## src/lhd_pkg.sv

```systemverilog
// constants, commands and carriers for the lcd host command decoder
package lhd_pkg;
    localparam logic [7:0] OP_SYS_INIT   = 8'h40;
    localparam logic [7:0] OP_MEM_WRITE  = 8'h42;
    localparam logic [7:0] OP_MEM_READ   = 8'h43;
    localparam logic [7:0] OP_REGION     = 8'h44;
    localparam logic [7:0] OP_CSR_WRITE  = 8'h46;
    localparam logic [7:0] OP_CSR_READ   = 8'h47;
    localparam logic [7:0] OP_SLEEP      = 8'h53;
    localparam logic [7:0] OP_DISP_OFF   = 8'h58;
    localparam logic [7:0] OP_DISP_ON    = 8'h59;
    localparam logic [7:0] OP_HSCROLL    = 8'h5a;
    localparam logic [7:0] OP_LAYER      = 8'h5b;
    localparam logic [7:0] OP_CHAR_RAM   = 8'h5c;
    localparam logic [7:0] OP_CSR_SHAPE  = 8'h5d;
    localparam logic [7:0] OP_DIR_MASK   = 8'hfc;
    localparam logic [7:0] OP_DIR_BASE   = 8'h4c;

    typedef enum logic [3:0] {
        LHD_NONE, LHD_SYS, LHD_SLEEP, LHD_DISP, LHD_REGION, LHD_SHAPE, LHD_CHAR,
        LHD_DIR, LHD_HSCR, LHD_LAYER, LHD_CURSOR_ADDR_WRITE_COMMAND, LHD_CURSOR_ADDR_READ_COMMAND, LHD_MEM_WRITE_COMMAND, LHD_MEM_READ_COMMAND
    } lhd_cmd_t;

    localparam int         NPARAM      = 27;
    localparam logic [4:0] BASE_SYS    = 5'h00;
    localparam logic [4:0] BASE_REGION = 5'h08;
    localparam logic [4:0] BASE_SHAPE  = 5'h12;
    localparam logic [4:0] BASE_CHAR   = 5'h14;
    localparam logic [4:0] BASE_HSCR   = 5'h16;
    localparam logic [4:0] BASE_LAYER  = 5'h17;
    localparam logic [4:0] BASE_DISP   = 5'h18;
    localparam logic [4:0] BASE_CSR    = 5'h19;
    localparam logic [3:0] LEN_SYS     = 4'h8;
    localparam logic [3:0] LEN_REGION  = 4'ha;
    localparam logic [3:0] LEN_PAIR    = 4'h2;
    localparam logic [3:0] LEN_ONE     = 4'h1;
    localparam logic [3:0] LEN_NONE    = 4'h0;
    localparam logic [3:0] IDX_MAX     = 4'hf;
    localparam logic [3:0] SYS_PITCH_LO = 4'h6;
    localparam logic [9:0] REGION_PAIRS = 10'h149;
    localparam logic [1:0] CHAR_PAIRS   = 2'h1;
    localparam logic [7:0] SYS_PAIRS    = 8'h00;
    localparam int         STATUS_FULL_BIT = 6;
    localparam int         FIFO_DEPTH  = 8;

    typedef struct packed {
        logic       is_cmd;
        logic [7:0] data;
    } lhd_word_t;

    typedef struct packed {
        logic       cs_n;
        logic       rd;
        logic       wr;
        logic       a0;
        logic [7:0] data;
    } lhd_bus_t;
endpackage
```

## src/lhd_decoder.sv

```systemverilog
// host port, input fifo and command decoder of the lcd controller
`timescale 1ns/10ps

module lhd_fifo #(
    parameter int WIDTH = 9,
    parameter int DEPTH = 8
) (
    input  wire logic             sys_clk,
    input  wire logic             rstn,
    input  wire logic             in_valid,
    output logic                  in_ready,
    input  wire logic [WIDTH-1:0] in_data,
    output logic                  out_valid,
    input  wire logic             out_ready,
    output logic [WIDTH-1:0]      out_data
);
    localparam int AW = $clog2(DEPTH);
    localparam logic [AW:0] FULL = DEPTH[AW:0];

    logic [WIDTH-1:0] mem_q [DEPTH];
    logic [AW-1:0]    wptr_q;
    logic [AW-1:0]    rptr_q;
    logic [AW:0]      count_q;
    logic [AW:0]      count_d;
    logic             push;
    logic             pop;

    assign push     = in_valid && in_ready;
    assign pop      = out_valid && out_ready;
    assign out_data = mem_q[rptr_q];

    always_comb begin
        count_d = count_q;
        if (push && !pop) begin
            count_d = count_q + 1'b1;
        end else if (pop && !push) begin
            count_d = count_q - 1'b1;
        end
    end

    always_ff @(posedge sys_clk) begin
        if (push) begin
            mem_q[wptr_q] <= in_data;
        end
    end

    always_ff @(posedge sys_clk or negedge rstn) begin
        if (!rstn) begin
            wptr_q    <= '0;
            rptr_q    <= '0;
            count_q   <= '0;
            in_ready  <= 1'b0;
            out_valid <= 1'b0;
        end else begin
            wptr_q    <= push ? wptr_q + 1'b1 : wptr_q;
            rptr_q    <= pop ? rptr_q + 1'b1 : rptr_q;
            count_q   <= count_d;
            in_ready  <= count_d != FULL;
            out_valid <= count_d != '0;
        end
    end
endmodule

module lhd_decoder
    import lhd_pkg::*;
(
    input  wire logic                  sys_clk,
    input  wire logic                  rstn,
    input  wire logic                  host_cs_n,
    input  wire logic                  host_rd_pin,
    input  wire logic                  host_wr_pin,
    input  wire logic                  data_type_select,
    input  wire logic                  bus_type_sel_a,
    input  wire logic                  bus_type_sel_b,
    input  wire logic [7:0]            host_data_in,
    output logic [7:0]                 host_data_out,
    output logic                       host_data_oe,
    output logic                       host_ready,
    output logic [NPARAM-1:0][7:0]     param_bytes,
    output logic                       cursor_dir_bit0,
    output logic                       cursor_dir_bit1,
    output logic                       mem_wvalid,
    output logic [7:0]                 mem_wdata,
    input  wire logic                  mem_wready,
    output logic                       timing_restart,
    output logic                       panel_powerdown_out_n
);
    lhd_bus_t  bus_cur;
    lhd_bus_t  bus_prev_q;
    lhd_word_t in_word;
    lhd_word_t word;
    lhd_cmd_t  cmd_q;
    logic [3:0] pidx_q;
    logic [7:0] hold_q;
    logic       rd_sel_q;
    logic       mode_6800;
    logic       wr_ev;
    logic       rd_end;
    logic       rd_act;
    logic       word_valid;
    logic       dec_ready;
    logic       take;
    logic       take_cmd;
    logic       take_par;
    logic       has_slot;
    logic [4:0] slot;
    logic       standby_q;
    logic       display_on_q;
    logic       standby_d;
    logic       display_on_d;

    function automatic lhd_cmd_t decode_cmd(input logic [7:0] op);
        if ((op & OP_DIR_MASK) == OP_DIR_BASE) return LHD_DIR;
        unique case (op)
            OP_SYS_INIT:              return LHD_SYS;
            OP_SLEEP:                 return LHD_SLEEP;
            OP_DISP_OFF, OP_DISP_ON:  return LHD_DISP;
            OP_REGION:                return LHD_REGION;
            OP_CSR_SHAPE:             return LHD_SHAPE;
            OP_CHAR_RAM:              return LHD_CHAR;
            OP_HSCROLL:               return LHD_HSCR;
            OP_LAYER:                 return LHD_LAYER;
            OP_CSR_WRITE:             return LHD_CURSOR_ADDR_WRITE_COMMAND;
            OP_CSR_READ:              return LHD_CURSOR_ADDR_READ_COMMAND;
            OP_MEM_WRITE:             return LHD_MEM_WRITE_COMMAND;
            OP_MEM_READ:              return LHD_MEM_READ_COMMAND;
            default:                  return LHD_NONE;
        endcase
    endfunction

    function automatic logic [4:0] cmd_base(input lhd_cmd_t c);
        unique case (c)
            LHD_REGION:        return BASE_REGION;
            LHD_SHAPE:         return BASE_SHAPE;
            LHD_CHAR:          return BASE_CHAR;
            LHD_HSCR:          return BASE_HSCR;
            LHD_LAYER:         return BASE_LAYER;
            LHD_DISP:          return BASE_DISP;
            LHD_CURSOR_ADDR_WRITE_COMMAND, LHD_CURSOR_ADDR_READ_COMMAND: return BASE_CSR;
            default:           return BASE_SYS;
        endcase
    endfunction

    function automatic logic [3:0] cmd_len(input lhd_cmd_t c);
        unique case (c)
            LHD_SYS:                       return LEN_SYS;
            LHD_REGION:                    return LEN_REGION;
            LHD_SHAPE, LHD_CHAR:           return LEN_PAIR;
            LHD_CURSOR_ADDR_WRITE_COMMAND, LHD_CURSOR_ADDR_READ_COMMAND:            return LEN_PAIR;
            LHD_HSCR, LHD_LAYER, LHD_DISP: return LEN_ONE;
            default:                       return LEN_NONE;
        endcase
    endfunction

    // true when the byte at idx opens a two-byte item
    function automatic logic pair_first(input lhd_cmd_t c, input logic [3:0] idx);
        unique case (c)
            LHD_SYS:    return SYS_PAIRS[idx[2:0]];
            LHD_REGION: return REGION_PAIRS[idx];
            LHD_CHAR:   return CHAR_PAIRS[idx[0]];
            default:    return 1'b0;
        endcase
    endfunction

    // host port sampling and strobe roles
    assign bus_cur   = '{cs_n: host_cs_n, rd: host_rd_pin, wr: host_wr_pin,
                         a0: data_type_select, data: host_data_in};
    assign mode_6800 = bus_type_sel_a && !bus_type_sel_b;
    assign wr_ev = mode_6800
        ? (!bus_prev_q.cs_n && bus_prev_q.rd && !bus_cur.rd && !bus_prev_q.wr)
        : (!bus_prev_q.cs_n && !bus_prev_q.wr && bus_cur.wr);
    assign rd_end = mode_6800
        ? (!bus_prev_q.cs_n && bus_prev_q.rd && !bus_cur.rd && bus_prev_q.wr)
        : (!bus_prev_q.cs_n && !bus_prev_q.rd && bus_cur.rd);
    assign rd_act = mode_6800
        ? (!host_cs_n && host_rd_pin && host_wr_pin)
        : (!host_cs_n && !host_rd_pin);
    assign in_word = '{is_cmd: bus_prev_q.a0, data: bus_prev_q.data};

    always_ff @(posedge sys_clk or negedge rstn) begin
        if (!rstn) begin
            bus_prev_q <= '{cs_n: 1'b1, rd: 1'b1, wr: 1'b1, a0: 1'b0, data: 8'h00};
        end else begin
            bus_prev_q <= bus_cur;
        end
    end

    lhd_fifo #(
        .WIDTH ($bits(lhd_word_t)),
        .DEPTH (FIFO_DEPTH)
    ) u_fifo (
        .sys_clk   (sys_clk),
        .rstn      (rstn),
        .in_valid  (wr_ev),
        .in_ready  (host_ready),
        .in_data   (in_word),
        .out_valid (word_valid),
        .out_ready (dec_ready),
        .out_data  (word)
    );

    assign dec_ready = !mem_wvalid || mem_wready;
    assign take      = word_valid && dec_ready;
    assign take_cmd  = take && word.is_cmd;
    assign take_par  = take && !word.is_cmd;
    assign has_slot  = pidx_q < cmd_len(cmd_q);
    assign slot      = 5'(cmd_base(cmd_q) + 5'(pidx_q));

    // command and parameter position
    always_ff @(posedge sys_clk or negedge rstn) begin
        if (!rstn) begin
            cmd_q  <= LHD_NONE;
            pidx_q <= '0;
        end else if (take_cmd) begin
            cmd_q  <= decode_cmd(word.data);
            pidx_q <= '0;
        end else if (take_par && pidx_q != IDX_MAX) begin
            pidx_q <= pidx_q + 1'b1;
        end
    end

    // parameter registers, written byte by byte or pairwise
    always_ff @(posedge sys_clk or negedge rstn) begin
        if (!rstn) begin
            param_bytes <= '0;
            hold_q      <= '0;
        end else if (take_par && has_slot) begin
            if (pair_first(cmd_q, pidx_q)) begin
                hold_q <= word.data;
            end else if (pidx_q != '0 && pair_first(cmd_q, pidx_q - 1'b1)) begin
                param_bytes[slot - 1'b1] <= hold_q;
                param_bytes[slot]        <= word.data;
            end else begin
                param_bytes[slot] <= word.data;
            end
        end
    end

    // cursor direction from opcode low bits
    always_ff @(posedge sys_clk or negedge rstn) begin
        if (!rstn) begin
            cursor_dir_bit0 <= 1'b0;
            cursor_dir_bit1 <= 1'b0;
        end else if (take_cmd && decode_cmd(word.data) == LHD_DIR) begin
            cursor_dir_bit0 <= word.data[0];
            cursor_dir_bit1 <= word.data[1];
        end
    end

    // display memory write stream
    always_ff @(posedge sys_clk or negedge rstn) begin
        if (!rstn) begin
            mem_wvalid <= 1'b0;
            mem_wdata  <= 8'h00;
        end else if (take_par && cmd_q == LHD_MEM_WRITE_COMMAND) begin
            mem_wvalid <= 1'b1;
            mem_wdata  <= word.data;
        end else if (mem_wready) begin
            mem_wvalid <= 1'b0;
        end
    end

    // standby, display enable and panel power-down
    always_comb begin
        standby_d    = standby_q;
        display_on_d = display_on_q;
        if (take_cmd && word.data == OP_SLEEP) begin
            standby_d = 1'b1;
        end else if (take_cmd && word.data == OP_DISP_ON) begin
            display_on_d = 1'b1;
        end else if (take_cmd && word.data == OP_DISP_OFF) begin
            display_on_d = 1'b0;
        end else if (take_par && cmd_q == LHD_SYS && pidx_q == '0) begin
            standby_d    = 1'b0;
            display_on_d = 1'b0;
        end
    end

    always_ff @(posedge sys_clk or negedge rstn) begin
        if (!rstn) begin
            standby_q             <= 1'b0;
            display_on_q          <= 1'b0;
            panel_powerdown_out_n <= 1'b0;
            timing_restart        <= 1'b0;
        end else begin
            standby_q             <= standby_d;
            display_on_q          <= display_on_d;
            panel_powerdown_out_n <= display_on_d && !standby_d;
            timing_restart        <= take_par && cmd_q == LHD_SYS && pidx_q == '0;
        end
    end

    // host read path: cursor bytes after 47, else status
    always_ff @(posedge sys_clk or negedge rstn) begin
        if (!rstn) begin
            rd_sel_q      <= 1'b0;
            host_data_out <= 8'h00;
            host_data_oe  <= 1'b0;
        end else begin
            if (take_cmd) begin
                rd_sel_q <= 1'b0;
            end else if (rd_end && cmd_q == LHD_CURSOR_ADDR_READ_COMMAND) begin
                rd_sel_q <= !rd_sel_q;
            end
            host_data_oe <= rd_act;
            if (cmd_q == LHD_CURSOR_ADDR_READ_COMMAND) begin
                host_data_out <= param_bytes[BASE_CSR + 5'(rd_sel_q)];
            end else begin
                host_data_out <= 8'h00;
                host_data_out[STATUS_FULL_BIT] <= !host_ready;
            end
        end
    end
endmodule

```

## config.mk

```make
export PLATFORM = sky130hd
export DESIGN_NAME = lhd_decoder
export DESIGN_NICKNAME = d
export VERILOG_FILES = /design/src/lhd_pkg.sv /design/src/lhd_decoder.sv
export SDC_FILE = /design/constraint.sdc
export NUM_CORES = 1
export LEC_CHECK = 0
export ABC_AREA = 0
export BUFFER_PORTS_ARGS = -buffer_cell sky130_fd_sc_hd__clkbuf_2
export CAP_MARGIN = 10
export CORE_ASPECT_RATIO = 1.4
export CORE_MARGIN = 8
export CORE_UTILIZATION = 30
export DETAILED_ROUTE_END_ITERATION = 16
export PLACE_DENSITY = 0.46
export SETUP_SLACK_MARGIN = 0.15
export SKIP_CTS_REPAIR_TIMING = 1
export SKIP_LAST_GASP = 1
export SYNTH_ARGS = -nofsm -noshare
export SYNTH_HDL_FRONTEND = slang
export SYNTH_SLANG_ARGS = --single-unit
```

## constraint.sdc

```tcl
create_clock -name sys_clk -period 4.7 [get_ports sys_clk]
set_clock_uncertainty 0.2 [all_clocks]
set_input_delay 0.235 -clock sys_clk [delete_from_list [all_inputs] [get_ports sys_clk]]
set_output_delay 0.235 -clock sys_clk [all_outputs]
set_load 0.02 [all_outputs]
```

==> results of run 1 <==
report_power, final:
| group | total, mW | internal (mW) | switching [mW] |
|---|---|---|---|
| Combinational | 5.27 | 1.56 | 3.71 |
| Sequential | 4.49 | 3.64 | 0.853 |
| Clock | 3.05 | 1.73 | 1.32 |
critical path: cells and delay by family (launching register included):
kind,cells,cell delay [ns]
and+or+nand+nor,5,1.10
adders and majority gates,1,0.53
AOI/OAI and AO/OA,5,1.12
buffers and inverters,2,0.43
xor gates and xnor gates,1,0.26
DFF,1,0.50
flip-flops by register name, indices dropped and copies added (netlist names), 4 cells and up:
signal and count:
bus_prev_q 12, cmd_q 4, hold_q 8, host_data_out 8, mem_wdata 8, param_bytes 216
pidx_q 4, u_fifo.count_q 4, u_fifo.mem_q 72
metal layers:
layer	vias up	global-route usage, %	routed length (um)
met5	-	0	0
met2	416	33.43	30440
met3	97	4.035	3534
li1	5930	-	-
met1	6453	22.09	22810
met4	0	6.091	1746
layout make-up:
cell class	count	share of cell area [%]
flip-flops and latches	353	46.40
clock inverters	17	0.7692
clock buffers	54	5.605
repair buffers	338	9.949
inverters	9	0.1702
multi-input cells	996	32.61
well taps	714	4.502
metrics by stage:
| step | power [mW] | std cells |
|---|---|---|
| after floorplan | 7.364 | 1475 |
| after detailed placement | 9.822 | 2394 |
| after CTS | 12.92 | 2465 |
| after global placement | 9.773 | 2394 |
| final | 12.82 | 2481 |
| after global routing | 13.50 | 2481 |
final timing paths:
path                       depth (start not counted)                to             start  slack (ns)
max                                               14  param_bytes[206]          cmd_q[2]        0.40
min                                                2     bus_prev_q[0]   host_data_in[0]        0.10
max reg2reg                                       14  param_bytes[206]          cmd_q[2]        0.40
min reg2reg                                        2  param_bytes[158]  param_bytes[158]        0.28
max in group asynchronous                          3   param_bytes[57]              rstn        3.08
min in group asynchronous                          2     bus_prev_q[7]              rstn        0.15
cells by family after synthesis:
logic type,Yosys count
XOR/XNOR,19
buffers and inverters,126
AND/OR/NAND/NOR,397
multiplexers,60
flip-flops,353
adder cells (fa/ha/maj),21
AO/OA/AOI/OAI,499
cell usage after synthesis, types with 10 or more instances:
cell	number
edfxtp_1	72
mux2_2	27
mux4_2	10
dfrtp_1	278
o21ai_1	52
o21ai_0	156
nand2b_1	13
o22ai_1	38
ha_1	19
nor2_1	89
buf_1	11
a21oi_1	22
a22oi_1	187
buf_2	20
clkbuf_1	81
xnor2_1	11
nand2_1	202
nor3_2	10
mux2i_1	21
nor2b_1	22
==> results.yml, run 1 <==
run_status:
  outcome: "finished, final reports clean"
synth:
  ys_types: 72
  synthSimpleGateAreaFrac_pct: 11.90
  synth.cell_area_mm2: 0.01604
  synth_xor_area_share_pct: 1.178
  synth_fp_nets: 1512
  synth_top_family_by_area: "compound AO/OA/AOI/OAI gates"
  yosysTopAreaCell: "dfrtp_1"
  synth-edff-count: 72
  netlist_instances: 1475
  synth.top_cell.area_share_pct: 43.37
  synth_fa_ha_area_share_pct: 1.669
  synth_area_leaders: "dfrtp_1 43%, edfxtp_1 13%, a22oi_1 8.8%, o21ai_0 4.9%, nand2_1 4.7%"
  ys_ff_latch: 353
  yosys-mux-area-fraction_pct: 4.821
  synthArstFlopShare_pct: 79.60
  ys_seq_area_share_pct: 57.34
  synth_compound_area_share_pct: 19.82
  ys.flop_type: "dfrtp_1"
  syn_area_per_cell_um2: 10.87
  yosys_warnings: 0
detailed_routing:
  via_per_inst: 5.198
  firstDrtPassIters: 6
  drtIter0Drc: 928
  drtAntennaViolNets: 0
  vias: 12896
  drt_wl_total_mm: 58.53
  post_drt_wl_per_cell_um: 23.59
  route.detailed.drc: 0
die:
  die_y_um: 289.6
  ioPinCount: 256
  fp-row-count: 100
  start_util_pct: 30.24
  core_area_mm2: 0.05305
  die_area_mm2: 0.06123
  die_w_um: 211.4
worst_setup_path:
  critPathMaxFanout: 10
  max_stage_delay_ns: 0.53
  critical_path_class: "register to register"
  crit_required_ns: 4.93
  end_kind: "register"
  critPathSlowestCell: "fa_1"
  start_kind: "register"
  cp.arrival_ns: 4.53
  crit_chain: "nor2b_1, buf_4, nand2_1, o21ai_0, fa_1, a21o_1, a21oi_2, xnor2_2, nand3_1, buf_4, nor2_1, o21ai_1, nand2_1, o21ai_0"
grt:
  grt_max_degree: 115
  grt_pass1_vias: 13107
  grt_pass1_wl_mm: 86.92
  antenna_found_initial: 0
  grt_overflow: 0
  grt_usage_pct: 18.71
clocking:
  cts_tree: "done"
  clock-sinks: 353
  cts_max_level: 2
  root_buffer: "clkbuf_16"
  cts_max_path_buffers: 3
  cts-buffers-inserted: 39
  insertion_delay_ns: 0.57
  clkTransAtPathRegs_ns: 0.06
cells_and_area:
  fin_util_pct: 37.41
  layout_commonest_cell: "dfrtp_1"
  final.fill_count: 5298
  final-seq-area_mm2: 0.009208
  num_antenna_cells: 0
  multi_input_area_mm2: 0.006471
  fin_area_mm2: 0.01985
  syn_to_final_growth_pct: 23.72
  drive_above_1_share_pct: 28.13
  nets: 1774
  layout_common_cells: "270 x dfrtp_1, 254 x clkbuf_2, 202 x nand2_1, 187 x a22oi_1, 156 x o21ai_0"
worst_hold_path:
  hp-class: "input pin to register"
placed_design:
  dp_slack_ns: 0.3247
  dpl.hpwl_mm: 38.07
  place.port_buffers: 255
  place.gp.congestion: 0.8173
  placed_area_mm2: 0.01837
job:
  drv_cap: 0
sta:
  finalHoldViolations: 0
  tightest_slew_ns: 1.031
  whs_ns: 0.1028
  setup_viol: 0
  drv_slew: 0
  tns_ns: 0
  fin_ws_ns: 0.4017
  max_freq_mhz: 232.6
  rsz0062_at_grt: "yes"
  maxSlewHeadroom_pct: 30.94
  finalCriticalPeriod_ns: 4.298
  finalCritPeriodShare_pct: 91.45
power_and_ir_drop:
  leakage_nw: 8.249
  peakVddDrop_mv: 0.3791
  powerDensity_mw_per_mm2: 645.7
No activity file was read; power rests on OpenSTA's default activity.
==> inputs of run 2 (changes only) <==
--- a/config.mk
+++ b/config.mk
@@ -13,6 +13,7 @@
 export CORE_UTILIZATION = 30
 export DETAILED_ROUTE_END_ITERATION = 16
 export PLACE_DENSITY = 0.46
+export REMOVE_ABC_BUFFERS = 1
 export SETUP_SLACK_MARGIN = 0.15
 export SKIP_CTS_REPAIR_TIMING = 1
 export SKIP_LAST_GASP = 1
==> run 2 against run 1 <==
Net effect: final area shrank 0.38%; sequential share of layout area is 0.18 points higher; clock-buffer cell count rose by 4; non-clock buffer count shrank 1; highest routed layer unchanged; flip-flop and latch count did not move; die area is the same; maximum frequency is 2.1% lower.
==> results.yml, run 2 (synthesis gave the netlist of run 1 again) <==
die:
  die_w_um: 211.4
  fp-row-count: 100
  die_area_mm2: 0.06123
  ioPinCount: 256
  core_area_mm2: 0.05305
  start_util_pct: 30.24
  die_y_um: 289.6
detailed_routing:
  via_per_inst: 5.275
  drt_wl_total_mm: 58.71
  firstDrtPassIters: 5
  vias: 13067
  post_drt_wl_per_cell_um: 23.70
  drtAntennaViolNets: 0
  route.detailed.drc: 0
  drtIter0Drc: 967
power_and_ir_drop:
  leakage_nw: 8.227
  peakVddDrop_mv: 0.3447
  powerDensity_mw_per_mm2: 644.2
clocking:
  cts_max_path_buffers: 3
  cts_tree: "done"
  insertion_delay_ns: 0.55
  cts_max_level: 2
  clkTransAtPathRegs_ns: 0.06
  cts-buffers-inserted: 39
  root_buffer: "clkbuf_16"
  clock-sinks: 353
sta:
  fin_ws_ns: 0.3075
  finalCritPeriodShare_pct: 93.46
  tns_ns: 0
  finalCriticalPeriod_ns: 4.392
  drv_slew: 0
  rsz0062_at_grt: "yes"
  setup_viol: 0
  max_freq_mhz: 227.7
  maxSlewHeadroom_pct: 29.15
  finalHoldViolations: 0
  whs_ns: 0.06813
  tightest_slew_ns: 1.057
cells_and_area:
  final-seq-area_mm2: 0.009208
  multi_input_area_mm2: 0.006450
  layout_commonest_cell: "dfrtp_1"
  largest_register_ffs: 216
  top_register: "param_bytes"
  nets: 1773
  syn_to_final_growth_pct: 23.25
  drive_above_1_share_pct: 27.51
  layout_common_cells: "270 x dfrtp_1, 254 x clkbuf_2, 202 x nand2_1, 187 x a22oi_1, 156 x o21ai_0"
  fin_util_pct: 37.26
  stdcell_count: 2477
  top_regs: "param_bytes: 216 flops, u_fifo.mem_q: 72 flops, bus_prev_q: 12 flops"
  final.fill_count: 5318
  num_antenna_cells: 0
placed_design:
  placed_cells: 2393
  dp_slack_ns: 0.3537
  place.gp.congestion: 0.8117
  dpl.hpwl_mm: 38.87
  place.port_buffers: 255
grt:
  grt_overflow: 0
  grt_usage_pct: 18.70
  grt_max_degree: 92
  grt_pass1_vias: 13182
  grt_busiest_layer: "met2"
  antenna_found_initial: 0
  use_met3_pct: 3.032
  grt.met2_usage_pct: 32.73
  grt_pass1_wl_mm: 86.96
  use_met1_pct: 23.33
run_status:
  outcome: "finished, final reports clean"
worst_setup_path:
  start_kind: "register"
  end_kind: "register"
  r2r_cells: 14
  cp.arrival_ns: 4.61
  critPathMaxFanout: 9
  crit_required_ns: 4.92
  critical_path_class: "register to register"
job:
  drv_cap: 0
worst_hold_path:
  hp-class: "input pin to asynchronous set/reset pin"
## run 2: cell count changes in the layout (fill, tap and decap cells not counted), sizes merged
cell	before	now
clkbuf	308	312
clkinv	12	8
inv	11	9
buf	68	67
clkinvlp	2	1
## run 2: critical path, stage by stage (launching register included)
cell and delay, ns:
dfrtp_1 0.47, inv_1 0.18, ha_1 0.18, nor2_1 0.05, ha_1 0.21, fa_1 0.50
a21o_1 0.20, a21oi_2 0.25, xor2_2 0.36, buf_4 0.27, nand3_2 0.24, nor3_2 0.58
o21ai_1 0.35, nand2_1 0.15, o21ai_1 0.07
## run 2: metrics by stage
| step | total power [mW] | area, um2 |
|---|---|---|
| floorplan | 7.038 | 15550 |
| global placement | 9.766 | 18380 |
| detailed placement | 9.812 | 18380 |
| CTS | 12.87 | 19600 |
| global route | 13.40 | 19770 |
| finish | 12.74 | 19770 |
## run 2: path summary, 6_finish.rpt
kind                             startpoint               end  slack, ns
max reg2reg                        cmd_q[1]   param_bytes[77]       0.31
min in group sys_clk         bus_type_sel_a      host_data_oe       0.11
min reg2reg                param_bytes[163]  param_bytes[163]       0.28
max                                cmd_q[1]   param_bytes[77]       0.31
min                                    rstn      host_data_oe       0.07
max in group asynchronous              rstn         hold_q[0]       2.93
## run 2: per-layer routing
metal	routed length (um)	vias up
li1	-	5930
met1	23950	6596
met4	1629	0
met2	29750	443
met3	3380	98
met5	0	-
## run 2: power by group
part,internal [mW],leakage [nW],switching [mW]
Combinational,1.56,3.19,3.73
Clock,1.73,0.594,1.27
Sequential,3.64,4.44,0.804
Total,6.93,8.23,5.81
## run 2: cell type report
type	count	share of cell area, %
multi-input cells	996	32.63
clock inverters	10	0.3924
flip-flops and latches	353	46.58
repair buffers	337	9.949
clock buffers	58	5.766
inverters	9	0.1709
well taps	714	4.519
